==> src/verilog/ddc_pkg.sv <==
// ddc_pkg: register map, field positions, reset values and timing constants of the diagnostic config bank
package ddc_pkg;

    // ----------------------------------------------------------------
    // register map
    // ----------------------------------------------------------------
    localparam int          REG_W         = 22;
    localparam int          ADDR_W        = 5;
    localparam logic [4:0]  GCT_ADDR      = 5'h0a;
    localparam logic [4:0]  DDE_ADDR      = 5'h10;
    localparam logic [21:0] GCT_RESET     = 22'h0a0200;
    localparam logic [21:0] DDE_RESET     = 22'h10005d;

    // ----------------------------------------------------------------
    // common field positions
    // ----------------------------------------------------------------
    localparam int          ALARM_BIT     = 21;
    localparam int          ADDR_HI       = 20;
    localparam int          ADDR_LO       = 16;

    // general_config_two fields
    localparam int          BCAST_BIT     = 10;
    localparam int          TMO_BIT       = 9;
    // writable bits of general_config_two: [14:0] of the [15:0] field as printed (bit 15 reads zero)
    localparam logic [21:0] GCT_WMASK     = 22'h007fff;

    // digital_diagnostic_enables fields
    localparam int          LATCH_BIT     = 6;
    localparam int          INV_BIT       = 4;
    localparam int          CALCRC_BIT    = 3;
    localparam int          FREQ_BIT      = 2;
    localparam int          SPICRC_BIT    = 0;
    // bits [15:7] read zero, the rest of [6:0] are writable
    localparam logic [21:0] DDE_WMASK     = 22'h00007f;

    // ----------------------------------------------------------------
    // timing
    // ----------------------------------------------------------------
    localparam longint      CLK_HZ        = 10000000;
    localparam longint      TMO_LONG_US   = 25000;
    localparam longint      TMO_SHORT_US  = 6500;
    localparam longint      TMO_LONG_CYC  = (TMO_LONG_US * CLK_HZ) / 1000000;
    localparam longint      TMO_SHORT_CYC = (TMO_SHORT_US * CLK_HZ) / 1000000;
    localparam int          TMO_CNT_W     = 18;
    localparam int          CODE_W        = 14;

endpackage

==> src/verilog/ddc_fault_timer.sv <==
// ddc_fault_timer: qualifies an analog fault level for a selectable timeout before reporting it
`timescale 1ns/100ps
module ddc_fault_timer #(
    parameter int CNT_W = 18
) (
    // clock and reset
    input  wire logic             core_clk_in,
    input  wire logic             rst_in,
    input  wire logic             clk_en_in,
    // fault level and limit
    input  wire logic             fault_in,
    input  wire logic [CNT_W-1:0] limit_in,
    // qualified result
    output logic                  result_out
);

    logic [CNT_W-1:0] count;

    // result follows the fault only after it has held for limit cycles, either way
    always_ff @(posedge core_clk_in) begin
        if (rst_in) begin
            count      <= '0;
            result_out <= 1'b0;
        end else if (clk_en_in) begin
            if (fault_in == result_out) begin
                count <= '0;
            end else if (count >= limit_in - 1'b1) begin
                count      <= '0;
                result_out <= fault_in;
            end else begin
                count <= count + 1'b1;
            end
        end
    end

endmodule

==> src/verilog/ddc_config_bank.sv <==
// ddc_config_bank: general_config_two and digital_diagnostic_enables registers with their control effects
`timescale 1ns/100ps

// Function
// - broadcast bit makes load ignore address pins
// - timeout bit selects 25 ms or 6.5 ms
// - enables register at 0x10, reset 0x10005d
// - bit 21 reads live alarm pin level
// - latch monitor flags code mismatch when enabled
// - enable bit gates inverse code check
// - enable bit gates calibration memory crc check
// - enable bit gates master clock rate monitor
// - enable bit turns serial frame crc on
// - config register at 0x0a, reset 0x0a0200
module ddc_config_bank
    import ddc_pkg::*;
#(
    parameter int CNT_W = ddc_pkg::TMO_CNT_W
) (
    // clock, enable and reset
    input  wire logic                        core_clk_in,
    input  wire logic                        rst_in,
    input  wire logic                        clk_en_in,
    // register access from the serial frame decoder
    input  wire logic                        reg_wr_in,
    input  wire logic                        reg_rd_in,
    input  wire logic [ddc_pkg::ADDR_W-1:0]  reg_addr_in,
    input  wire logic [ddc_pkg::REG_W-1:0]   reg_wdata_in,
    output logic      [ddc_pkg::REG_W-1:0]   reg_rdata_out,
    output logic                             reg_rvalid_out,
    // software load command
    input  wire logic                        software_load_command_in,
    input  wire logic [1:0]                  load_addr_in,
    input  wire logic [1:0]                  hw_addr_pins_in,
    output logic                             load_converter_update_out,
    // analog fault and alarm pin
    input  wire logic                        analog_fault_in,
    input  wire logic                        alarm_pin_in,
    output logic                             analog_check_result_out,
    // converter code monitor
    input  wire logic [ddc_pkg::CODE_W-1:0]  dac_code_gen_in,
    input  wire logic [ddc_pkg::CODE_W-1:0]  dac_code_latch_in,
    input  wire logic                        latch_error_clear_in,
    output logic                             latch_monitor_error_out,
    // enables to the diagnostic engines
    output logic                             inverse_check_enable_out,
    output logic                             cal_crc_enable_out,
    output logic                             clock_rate_monitor_enable_out,
    output logic                             spi_crc_enable_out
);

    import ddc_pkg::*;

    // ----------------------------------------------------------------
    // elaboration checks
    // ----------------------------------------------------------------
    // refused at elaboration: a counter too narrow would wrap before the long timeout
    if (CNT_W < 1 || CNT_W > 31 || TMO_LONG_CYC >= (64'h1 << CNT_W)) begin : g_cnt_w_check
        $error("ddc_config_bank: CNT_W too narrow for the fault timeout");
    end

    // ----------------------------------------------------------------
    // registers
    // ----------------------------------------------------------------
    logic [REG_W-1:0] general_config_two;
    logic [REG_W-1:0] digital_diagnostic_enables;
    logic [CNT_W-1:0] tmo_limit;

    // masked write merge: only writable bits change
    function automatic logic [REG_W-1:0] merge_wr(input logic [REG_W-1:0] old_v,
                                                  input logic [REG_W-1:0] new_v,
                                                  input logic [REG_W-1:0] mask);
        merge_wr = (old_v & ~mask) | (new_v & mask);
    endfunction

    // read-back image: alarm level, own address, stored writable bits
    function automatic logic [REG_W-1:0] read_image(input logic [REG_W-1:0] stored,
                                                    input logic [REG_W-1:0] mask,
                                                    input logic [4:0]       addr,
                                                    input logic             alarm);
        logic [REG_W-1:0] img;
        img                  = stored & mask;
        img[ADDR_HI:ADDR_LO] = addr;
        img[ALARM_BIT]       = alarm;
        read_image           = img;
    endfunction

    // general_config_two; bits 21:16 never stored from a write
    always_ff @(posedge core_clk_in) begin
        if (rst_in) begin
            general_config_two <= GCT_RESET;
        end else if (clk_en_in && reg_wr_in && reg_addr_in == GCT_ADDR) begin
            general_config_two <= merge_wr(general_config_two, reg_wdata_in, GCT_WMASK);
        end
    end

    // digital_diagnostic_enables; reserved 15:7 read zero
    always_ff @(posedge core_clk_in) begin
        if (rst_in) begin
            digital_diagnostic_enables <= DDE_RESET;
        end else if (clk_en_in && reg_wr_in && reg_addr_in == DDE_ADDR) begin
            digital_diagnostic_enables <= merge_wr(digital_diagnostic_enables, reg_wdata_in, DDE_WMASK);
        end
    end

    // ----------------------------------------------------------------
    // read path
    // ----------------------------------------------------------------
    // alarm pin is sampled at the read so bit 21 is always current
    always_ff @(posedge core_clk_in) begin
        if (rst_in) begin
            reg_rdata_out  <= '0;
            reg_rvalid_out <= 1'b0;
        end else if (clk_en_in) begin
            reg_rvalid_out <= reg_rd_in;
            if (reg_rd_in) begin
                case (reg_addr_in)
                    GCT_ADDR: begin
                        reg_rdata_out <= read_image(general_config_two, GCT_WMASK, GCT_ADDR, alarm_pin_in);
                    end
                    DDE_ADDR: begin
                        reg_rdata_out <= read_image(digital_diagnostic_enables, DDE_WMASK, DDE_ADDR, alarm_pin_in);
                    end
                    default: begin
                        reg_rdata_out <= '0; // other registers live elsewhere
                    end
                endcase
            end
        end
    end

    // ----------------------------------------------------------------
    // software load
    // ----------------------------------------------------------------
    // broadcast lets one command update every device on a shared frame
    always_ff @(posedge core_clk_in) begin
        if (rst_in) begin
            load_converter_update_out <= 1'b0;
        end else if (clk_en_in) begin
            load_converter_update_out <= software_load_command_in &&
                (general_config_two[BCAST_BIT] || load_addr_in == hw_addr_pins_in);
        end
    end

    // ----------------------------------------------------------------
    // fault timeout
    // ----------------------------------------------------------------
    // limit registered so the timer input comes from a flop, one cycle lag is harmless
    always_ff @(posedge core_clk_in) begin
        if (rst_in) begin
            tmo_limit <= CNT_W'(TMO_SHORT_CYC);
        end else if (clk_en_in) begin
            tmo_limit <= general_config_two[TMO_BIT] ? CNT_W'(TMO_SHORT_CYC) : CNT_W'(TMO_LONG_CYC);
        end
    end

    ddc_fault_timer #(
        .CNT_W (CNT_W)
    ) u_fault_timer (
        .core_clk_in (core_clk_in),
        .rst_in      (rst_in),
        .clk_en_in   (clk_en_in),
        .fault_in    (analog_fault_in),
        .limit_in    (tmo_limit),
        .result_out  (analog_check_result_out)
    );

    // ----------------------------------------------------------------
    // latch monitor
    // ----------------------------------------------------------------
    // sticky flag; a new mismatch beats a clear in the same cycle
    always_ff @(posedge core_clk_in) begin
        if (rst_in) begin
            latch_monitor_error_out <= 1'b0;
        end else if (clk_en_in) begin
            if (digital_diagnostic_enables[LATCH_BIT] && dac_code_gen_in != dac_code_latch_in) begin
                latch_monitor_error_out <= 1'b1;
            end else if (latch_error_clear_in) begin
                latch_monitor_error_out <= 1'b0;
            end
        end
    end

    // ----------------------------------------------------------------
    // enables to the engines
    // ----------------------------------------------------------------
    // engines gate their own flags on these, so a clear enable blocks the flag
    always_ff @(posedge core_clk_in) begin
        if (rst_in) begin
            inverse_check_enable_out      <= DDE_RESET[INV_BIT];
            cal_crc_enable_out            <= DDE_RESET[CALCRC_BIT];
            clock_rate_monitor_enable_out <= DDE_RESET[FREQ_BIT];
            spi_crc_enable_out            <= DDE_RESET[SPICRC_BIT];
        end else if (clk_en_in) begin
            inverse_check_enable_out      <= digital_diagnostic_enables[INV_BIT];
            cal_crc_enable_out            <= digital_diagnostic_enables[CALCRC_BIT];
            clock_rate_monitor_enable_out <= digital_diagnostic_enables[FREQ_BIT];
            spi_crc_enable_out            <= digital_diagnostic_enables[SPICRC_BIT];
        end
    end

endmodule

==> config.mk <==
export PLATFORM = sky130hd
export DESIGN_NAME = ddc_config_bank
export DESIGN_NICKNAME = d
export VERILOG_FILES = /design/src/verilog/ddc_pkg.sv /design/src/verilog/ddc_fault_timer.sv /design/src/verilog/ddc_config_bank.sv
export SDC_FILE = /design/constraint.sdc
export NUM_CORES = 1
export LEC_CHECK = 0
export ABC_AREA = 1
export BUFFER_PORTS_ARGS = -buffer_cell sky130_fd_sc_hd__buf_4
export CELL_PAD_IN_SITES_DETAIL_PLACEMENT = 1
export CELL_PAD_IN_SITES_GLOBAL_PLACEMENT = 2
export CORE_ASPECT_RATIO = 1.4
export CORE_MARGIN = 3
export CORE_UTILIZATION = 26
export CTS_CLUSTER_DIAMETER = 150
export DETAILED_ROUTE_END_ITERATION = 6
export PLACE_DENSITY_LB_ADDON = 0.1
export SETUP_SLACK_MARGIN = 0.05
export SLEW_MARGIN = 15
export SYNTH_ARGS = -nofsm -noshare
export SYNTH_HDL_FRONTEND = slang
export SYNTH_SLANG_ARGS = --single-unit
==> constraint.sdc <==
create_clock -name core_clk_in -period 1.7 [get_ports core_clk_in]
set_input_delay 0.255 -clock core_clk_in [delete_from_list [all_inputs] [get_ports core_clk_in]]
set_output_delay 0.255 -clock core_clk_in [all_outputs]
set_load 0.03 [all_outputs]
==> flow_metrics.py, run 1 <==
metrics = {
    "floorplan": {
        "fp.coreArea_sq_um": 13600,
        "io_pins": 98,
        "fp.dieW_microns": 106,
        "rows": 50,
        "initial_core_util_pct": 26.9,
        "dieArea_sq_um": 15500,
        "die_y_microns": 146,
    },
    "sta": {
        "fin_ws_ns": -0.158,
        "finalSetupViolCount": 19,
        "fmax_mhz": 538,
        "rsz0062_at_grt": "yes",
        "post-route-period-util_pct": 109,
        "skew_ns": 0.00783,
        "slew_viol_final": 0,
        "fin_crit_ns": 1.86,
        "hold_violations": 0,
    },
    "grt": {
        "grt_pass1_vias": 3889,
        "grt_max_degree": 38,
        "overflow": 0,
        "grt_usage_pct": 15.9,
        "grt_first_pass_wirelength_mm": 19.6,
        "antenna_found_initial": 0,
    },
    "final_layout": {
        "drive_above_1_share_pct": 30.5,
        "multi_input_area_sq_um": 2120,
        "regArea_sq_um": 1370,
        "design_area_sq_um": 5180,
        "final_common_cell": "nand2_1",
        "nets": 713,
        "diodes": 0,
        "finalNonFillerCells": 818,
        "final_cell_mix": "nand2_1 (143), buf_4 (117), dfxtp_1 (66), nor2_1 (59), inv_1 (43)",
        "area_growth_pct": 41.8,
        "fillCellCount": 1705,
    },
    "synth": {
        "synth-async-reset-ratio_pct": 0,
        "synthCells": 517,
        "yosysWarnings": 0,
        "synth-seq-cells": 68,
        "ys_types": 34,
        "synth-main-ff-cell": "dfxtp_1",
        "synth-seq-area-share_pct": 37.3,
        "synth_edf_count": 0,
        "synth_area_sq_um": 3650,
        "synth_area_per_cell_sq_um": 7.07,
    },
    "placed_design": {
        "post-dp-hpwl_mm": 9.21,
        "place_inst": 800,
        "port_buffers": 87,
        "gp_congestion": 0.791,
        "place_area_sq_um": 4730,
    },
    "power": {
        "powerDensity_nw_per_um2": 782,
        "share_comb_of_total_power_pct": 9.5,
        "ir_drop_mv": 0.419,
        "p_seq_share_pct": 40.2,
        "p_sw_mw": 0.936,
        "p_clk_share_pct": 50.4,
        "power.internal_mw": 3.11,
        "leakagePower_nw": 2.35,
        "switching_share_pct": 23.1,
        "totalPowerFinal_mw": 4.05,
    },
    "clock_tree": {
        "cts-buffers-inserted": 9,
        "cts-root-buf": "clkbuf_16",
        "clock_latency_ns": 0.33,
        "cts_tree": "done",
        "clk_pin_slew_ns": 0.06,
        "clock_sinks": 68,
        "h-tree-depth": 3,
        "clockBufferDepth": 2,
    },
    "drt": {
        "drc": 0,
        "drtIter0Drc": 87,
        "wl_per_cell_microns": 14.8,
        "via_per_inst": 4.52,
        "final_antenna_net_count": 0,
        "vias": 3697,
        "dr.pass1.iters": 4,
        "totalWireLength_mm": 12.1,
    },
    "min_path": {
        "hold_class": "primary input to flop",
        "hold_path_depth": 3,
        "hold_end": "general_config_two[7]",
        "hold_start": "reg_wdata_in[7]",
    },
    "setup_path": {
        "required_ns": 1.96,
        "arrival_ns": 2.12,
        "crit_buf_inv": 2,
        "crit_type": "flop to flop",
        "rr_worst_depth": 13,
        "path_cells": "inv_4 > ha_4 > ha_4 > nand2_2 > nor2_2 > nand2_1 > nor2_1 > nand2_1 > nand3_4 > nor2_8 > clkbuf_16 > nand3_2 > a21oi_2",
        "reg2reg_to": "u_fault_timer.count[2]",
        "reg2reg_slack_ns": -0.16,
        "worstReg2RegStart": "tmo_limit[16]",
        "worstSetupStartpointType": "flop",
        "cp_max_fo": 6,
        "slowest_delay_ns": 0.38,
        "cp_slowest_cell": "dfxtp_4",
        "critPathTopFamily": "simple AND/OR/NAND/NOR gates",
        "startpoint": "tmo_limit[16]",
        "critPathCaptureType": "flop",
    },
    "run_status": {
        "violations": "negative setup slack",
        "status": "finished, violations left",
    },
    "run": {
        "maxCapViolCount": 0,
    },
}
## per-stage QoR
stage               hold slack, ns  utilization (%)  TNS, ns  setup WS (ns)
global route                 0.147             38.2    -4.49         -0.260
CTS                          0.142             37.6    -2.84         -0.174
finish                       0.152             38.2    -2.56         -0.158
detailed placement           0.449             34.9    -3.18         -0.191
global placement             0.442             34.9    -2.56         -0.152
floorplan                    0.381                -   -0.408        -0.0469
## cell type report
| cell class | instances | share of cell area (%) |
|---|---|---|
| sequential | 68 | 26.4 |
| timing repair buffer | 120 | 18.0 |
| inverter | 53 | 3.99 |
| tap | 182 | 4.40 |
| multi-input combinational | 379 | 40.8 |
| clock inverter | 6 | 1.69 |
| clock buffer | 10 | 4.61 |
## sequential cells by signal (all words and copies together), names as in the netlist
| signal | count |
|---|---|
| digital_diagnostic_enables | 7 |
| u_fault_timer.result_out | 1 |
| reg_rvalid_out | 1 |
| inverse_check_enable_out | 1 |
| clock_rate_monitor_enable_out | 1 |
| u_fault_timer.count | 18 |
| spi_crc_enable_out | 1 |
| general_config_two | 15 |
| latch_monitor_error_out | 1 |
| load_converter_update_out | 1 |
| reg_rdata_out | 18 |
| cal_crc_enable_out | 1 |
| tmo_limit | 2 |
## worst max-delay path by stage
stage,slack [ns],cells after the start,end
floorplan,-0.05,13,u_fault_timer.count[8]
global placement,-0.15,13,u_fault_timer.count[17]
detailed placement,-0.19,13,u_fault_timer.count[17]
CTS,-0.17,13,u_fault_timer.count[12]
global route,-0.26,13,u_fault_timer.count[3]
finish,-0.16,13,u_fault_timer.count[2]
## synthesized netlist by cell type, drive strengths merged, types with 2 or more instances
| library cell | count | area share (%) |
|---|---|---|
| a21oi | 44 | 7.3 |
| buf | 8 | 1.8 |
| clkbuf | 11 | 1.1 |
| clkinv | 2 | 0.21 |
| dfxtp | 68 | 37 |
| ha | 14 | 4.8 |
| inv | 51 | 5.2 |
| nand2 | 148 | 15 |
| nand3 | 36 | 6.4 |
| nand3b | 2 | 0.41 |
| nand4 | 5 | 0.86 |
| nor2 | 64 | 7.5 |
| nor3 | 5 | 0.68 |
| o211ai | 8 | 1.6 |
| o21ai | 21 | 2.9 |
| or2 | 5 | 0.86 |
| xnor2 | 7 | 1.7 |
| xor2 | 13 | 3.1 |
## power by group through the flow
stage | Combinational, mW | Clock [mW] | Sequential [mW]
after floorplan | 0.163 | 0 | 1.68
after global placement | 0.373 | 0 | 1.66
after detailed placement | 0.383 | 0 | 1.66
after CTS | 0.389 | 2.10 | 1.63
after global routing | 0.425 | 2.18 | 1.63
final | 0.384 | 2.04 | 1.63
## per-layer routing
metal | GRT usage [%] | routed length (microns) | vias to the layer above
met5 | 0 | 0 | -
li1 | - | - | 1868
met3 | 2.96 | 309 | 11
met4 | 4.93 | 166 | 0
met1 | 17.5 | 4800 | 1779
met2 | 30.4 | 6830 | 39
## worst register-to-register path, stage by stage (launching register included)
cell       delay, ns
dfxtp_4         0.38
inv_4           0.05
ha_4            0.24
ha_4            0.24
nand2_2         0.05
nor2_2          0.03
nand2_1         0.05
nor2_1          0.04
nand2_1         0.11
nand3_4         0.10
nor2_8          0.15
clkbuf_16       0.18
nand3_2         0.06
a21oi_2         0.11
## repair_timing
action | 4_1_cts | 5_1_grt
cloned | 0 | 1
hold endpoints to repair | 0 | 0
buffers inserted | 1 | 0
resized for setup | 9 | 11
endpoints found under the setup margin | 19 | 19
pin swaps | 3 | 5
hold buffers | 0 | 0
## kinds of logic (layout without fill, tap and decap cells)
family,Yosys count,in the layout,share of synthesized area [%]
flip-flops,68,68,37.3
other,1,3,0.103
buffers and inverters,72,189,8.39
AND/OR/NAND/NOR,266,266,32.3
AO/OA/AOI/OAI,76,76,12.4
XOR/XNOR,20,20,4.79
adder cells (fa/ha/maj),14,14,4.79
Note: power is estimated with default switching activity, not from simulation.
==> run 2: changes to the inputs <==
CORE_UTILIZATION = 27   (was 26)
CTS_BUF_LIST = sky130_fd_sc_hd__clkbuf_2   (was not set)
==> flow_metrics.py, run 2 (same netlist as run 1, synthesis figures left out) <==
metrics = {
    "placed_design": {
        "place_area_sq_um": 4750,
        "place_inst": 796,
        "port_buffers": 87,
        "preCtsSetupSlack_ns": -0.160,
        "post-dp-hpwl_mm": 8.99,
        "gp_congestion": 0.741,
    },
    "run_status": {
        "violations": "negative setup slack",
        "status": "finished, violations left",
    },
    "drt": {
        "drc": 0,
        "vias": 3749,
        "dr.pass1.iters": 4,
        "wl_per_cell_microns": 14.2,
        "via_per_inst": 4.51,
        "drtIter0Drc": 84,
        "final_antenna_net_count": 0,
        "totalWireLength_mm": 11.8,
    },
    "sta": {
        "slew_viol_final": 0,
        "fmax_mhz": 539,
        "setup_tns_ns": -2.38,
        "fin_ws_ns": -0.154,
        "holdWs_ns": 0.0998,
        "fin_crit_ns": 1.85,
        "post-route-period-util_pct": 109,
        "rsz0062_at_grt": "yes",
        "hold_violations": 0,
        "finalSetupViolCount": 19,
        "skew_ns": 0.0228,
    },
    "floorplan": {
        "initial_core_util_pct": 28.0,
        "die_y_microns": 144,
        "rows": 49,
        "io_pins": 98,
        "fp.coreArea_sq_um": 13100,
        "fp.dieW_microns": 104,
        "dieArea_sq_um": 15000,
    },
    "setup_path": {
        "crit_type": "flop to flop",
        "cp_max_fo": 9,
        "slowest_delay_ns": 0.42,
        "path_cells": "inv_4 > ha_4 > ha_4 > nand2_2 > nor2_1 > nand2_1 > nor2_1 > nand2_1 > nand3_4 > nor2_8 > buf_12 > nand3_2 > a21oi_2",
        "cp_slowest_cell": "dfxtp_4",
        "critPathCaptureType": "flop",
        "required_ns": 2.18,
        "arrival_ns": 2.33,
        "worstSetupStartpointType": "flop",
    },
    "grt": {
        "grt_usage_pct": 16.1,
        "overflow": 0,
        "grt_max_degree": 38,
        "grt_pass1_vias": 4016,
        "grt_first_pass_wirelength_mm": 19.3,
        "antenna_found_initial": 1,
    },
    "final_layout": {
        "fillCellCount": 1675,
        "area_growth_pct": 41.2,
        "final_cell_mix": "nand2_1 (143), buf_4 (116), dfxtp_1 (66), nor2_1 (60), inv_1 (43)",
        "nets": 730,
        "final_util_pct": 39.5,
        "top_regs": "reg_rdata_out x18, u_fault_timer.count x18, general_config_two x15",
        "finalNonFillerCells": 832,
        "final_common_cell": "nand2_1",
        "drive_above_1_share_pct": 30.2,
        "design_area_sq_um": 5160,
    },
    "clock_tree": {
        "cts-root-buf": "clkbuf_2",
        "clockBufferDepth": 2,
        "cts_tree": "done",
        "clk_pin_slew_ns": 0.22,
        "clock_latency_ns": 0.52,
        "cts-buffers-inserted": 9,
        "clock_sinks": 68,
        "h-tree-depth": 3,
    },
    "power": {
        "p_clk_share_pct": 33.1,
        "totalPowerFinal_mw": 3.06,
        "p_seq_share_pct": 53.2,
        "p_sw_mw": 0.891,
        "powerDensity_nw_per_um2": 594,
        "leakagePower_nw": 2.33,
        "ir_drop_mv": 0.416,
        "switching_share_pct": 29.1,
        "share_comb_of_total_power_pct": 13.7,
        "power.internal_mw": 2.17,
    },
    "min_path": {
        "hold_class": "primary input to flop",
    },
    "run": {
        "maxCapViolCount": 0,
    },
}
## run 2: critical path: cells and delay by family (launching register included)
family	cells	cell delay, ns
AND/OR/NAND/NOR	8	0.60
adder cells (fa/ha/maj)	2	0.47
flip-flops	1	0.42
buffers and inverters	2	0.20
AO/OA/AOI/OAI	1	0.13
## run 2: area by class of cell
type,count,area [sq um],area share (%)
multi-input combinational,379,2130,41.3
sequential,68,1370,26.5
timing repair buffer,137,1110,21.5
tap,178,223,4.32
inverter,53,206,4.00
clock inverter,7,73.8,1.43
clock buffer,9,45.0,0.873
antenna,1,2.50,0.0485
## run 2: worst paths after layout
kind | slack, ns | to | start | cells after the start
worst max register to register | -0.15 | u_fault_timer.count[13] | tmo_limit[16] | 13
worst min register to register | 0.47 | reg_rdata_out[13] | general_config_two[13] | 2
worst min-delay path | 0.1 | reg_rdata_out[21] | reg_rd_in | 5
worst max-delay path | -0.15 | u_fault_timer.count[13] | tmo_limit[16] | 13
## run 2: power by group through the flow
stage	clock [mW]	sequential (mW)	combinational [mW]
after global placement	0	1.66	0.376
after detailed placement	0	1.66	0.386
after global routing	1.13	1.64	0.464
after CTS	1.06	1.63	0.424
after floorplan	0	1.68	0.163
final	1.01	1.63	0.419
## run 2: what timing repair did
action | CTS | global route
pin swaps | 6 | 4
setup endpoints to repair | 19 | 19
gates resized for setup | 3 | 19
hold buffers | 18 | 0
endpoints found under the hold margin | 35 | 0
buffers inserted | 1 | 0
## run 2: metal layers
layer  routed length (microns)  vias up  GRT usage (%)
met5                         0        -              0
met4                       129        0           4.55
met3                       270        8           2.97
met2                      6840       40           32.7
met1                      4560     1800           16.7
li1                          -     1901              -
==> run 3: changes to the inputs <==
CORE_UTILIZATION = 29   (was 27)
clock period = 2 ns   (was 1.7 ns; I/O delays follow)
==> flow_metrics.py, run 3 (same netlist as run 1, synthesis figures left out) <==
metrics = {
    "run_status": {
        "status": "completed",
    },
    "placed_design": {
        "post-dp-hpwl_mm": 8.49,
        "place_area_sq_um": 4550,
        "gp_congestion": 0.796,
        "port_buffers": 87,
    },
    "setup_path": {
        "path_cells": "inv_4 > ha_4 > ha_4 > nand2_4 > nor2_4 > nand2_2 > nor2_4 > nand2_2 > nand3_4 > nor2_8 > buf_6 > nand3_2 > a21oi_1",
        "critPathCaptureType": "flop",
        "crit_type": "flop to flop",
        "required_ns": 2.46,
        "cp_slowest_cell": "dfxtp_4",
        "cp_max_fo": 5,
        "slowest_delay_ns": 0.42,
        "worstSetupStartpointType": "flop",
        "arrival_ns": 2.33,
        "rr_worst_depth": 13,
    },
    "floorplan": {
        "fp.dieW_microns": 101,
        "dieArea_sq_um": 14000,
        "rows": 47,
        "die_y_microns": 139,
        "initial_core_util_pct": 30.3,
        "fp.coreArea_sq_um": 12100,
        "io_pins": 98,
    },
    "sta": {
        "setup_tns_ns": 0,
        "skew_ns": 0.0292,
        "fin_crit_ns": 1.88,
        "hold_violations": 0,
        "holdWs_ns": 0.120,
        "finalSetupViolCount": 0,
        "fmax_mhz": 533,
        "post-route-period-util_pct": 93.9,
        "rsz0062_at_grt": "yes",
        "slew_viol_final": 0,
    },
    "power": {
        "totalPowerFinal_mw": 2.73,
        "power.internal_mw": 1.98,
        "switching_share_pct": 27.7,
        "p_seq_share_pct": 50.7,
        "p_clk_share_pct": 36.1,
        "powerDensity_nw_per_um2": 528,
        "share_comb_of_total_power_pct": 13.2,
        "leakagePower_nw": 2.29,
        "p_sw_mw": 0.757,
        "ir_drop_mv": 0.456,
    },
    "drt": {
        "drtIter0Drc": 98,
        "drc": 0,
        "vias": 3687,
        "wl_met1_mm": 4.38,
        "final_antenna_net_count": 0,
        "wl_met2_mm": 6.62,
        "top_layer": "met4",
        "totalWireLength_mm": 11.5,
        "via_per_inst": 4.65,
        "dr.pass1.iters": 4,
        "wl_per_cell_microns": 14.4,
        "wl_met3_microns": 280,
    },
    "grt": {
        "grt_pass1_vias": 3900,
        "overflow": 0,
        "antenna_found_initial": 1,
        "grt_usage_pct": 17.2,
        "grt_max_degree": 38,
        "grt_first_pass_wirelength_mm": 19.0,
    },
    "clock_tree": {
        "clock_sinks": 68,
        "cts_tree": "done",
        "clock_latency_ns": 0.53,
        "clk_pin_slew_ns": 0.20,
        "cts-root-buf": "clkbuf_2",
        "cts-buffers-inserted": 9,
        "clockBufferDepth": 2,
        "h-tree-depth": 3,
    },
    "final_layout": {
        "fillCellCount": 1527,
        "top_regs": "reg_rdata_out x18, u_fault_timer.count x18, general_config_two x15",
        "final_cell_mix": "nand2_1 (137), buf_4 (107), dfxtp_1 (66), nor2_1 (56), inv_1 (43)",
        "area_growth_pct": 41.7,
        "final_util_pct": 42.9,
        "nets": 722,
        "drive_above_1_share_pct": 30.9,
        "design_area_sq_um": 5180,
        "final_common_cell": "nand2_1",
    },
    "min_path": {
        "hold_class": "primary input to flop",
        "hold_path_depth": 5,
    },
    "run": {
        "maxCapViolCount": 0,
    },
}
==> run 3: cell types whose count changed in the layout (fill, tap and decap cells not counted), sizes merged <==
cell | previous run | this run
buf | 119 | 111
bufinv | 1 | 2
clkinvlp | 1 | 0
==> run 3: metal layers <==
| metal | vias up | track usage [%] |
|---|---|---|
| met2 | 43 | 33.1 |
| li1 | 1891 | - |
| met4 | 0 | 5.11 |
| met1 | 1741 | 18.1 |
| met3 | 12 | 3.47 |
| met5 | - | 0 |
==> run 3: final timing paths <==
kind	from	end	slack, ns
worst max-delay path	tmo_limit[16]	u_fault_timer.count[9]	0.12
worst min-delay path	analog_fault_in	u_fault_timer.result_out	0.12
worst max register to register	tmo_limit[16]	u_fault_timer.count[9]	0.12
worst min register to register	general_config_two[5]	general_config_two[5]	0.47
==> run 3: repair_timing <==
action                                 CTS  global route
hold buffers                            17             1
endpoints found under the hold margin   22             1
buffers inserted                         5             2
pin swaps                                3            12
gates resized for setup                 19            31
cloned                                   1             0
setup endpoints to repair               13            19
==> run 3: stage by stage <==
stage	setup WS [ns]	std cells
5_1_grt	0.00194	793
3_3_place_gp	0.0622	752
2_1_floorplan	0.124	519
6_report	0.122	793
3_5_place_dp	0.00964	752
4_1_cts	0.0270	790
==> run 3: layout make-up <==
type	instances	area (sq um)	share of cell area (%)
diodes	1	2.50	0.0483
clock buffers	9	45.0	0.870
clock inverters	7	98.8	1.91
inverters	53	204	3.94
multi-input cells	379	2230	43.0
flip-flops and latches	68	1370	26.4
well taps	147	184	3.55
repair buffers	129	1050	20.3
==> run 3: critical path: cells and delay by family (launching register included) <==
kind	cells	cell delay, ns
simple gates	8	0.62
fa+ha+maj	2	0.46
flops	1	0.42
buf+inv	2	0.19
compound gates	1	0.15
==> run 3: power by group through the flow <==
stage | combinational, mW | clock (mW) | sequential (mW)
after detailed placement | 0.314 | 0 | 1.41
after CTS | 0.352 | 1.03 | 1.39
after global placement | 0.304 | 0 | 1.41
after floorplan | 0.133 | 0 | 1.43
final | 0.360 | 0.987 | 1.39
after global routing | 0.399 | 1.10 | 1.39
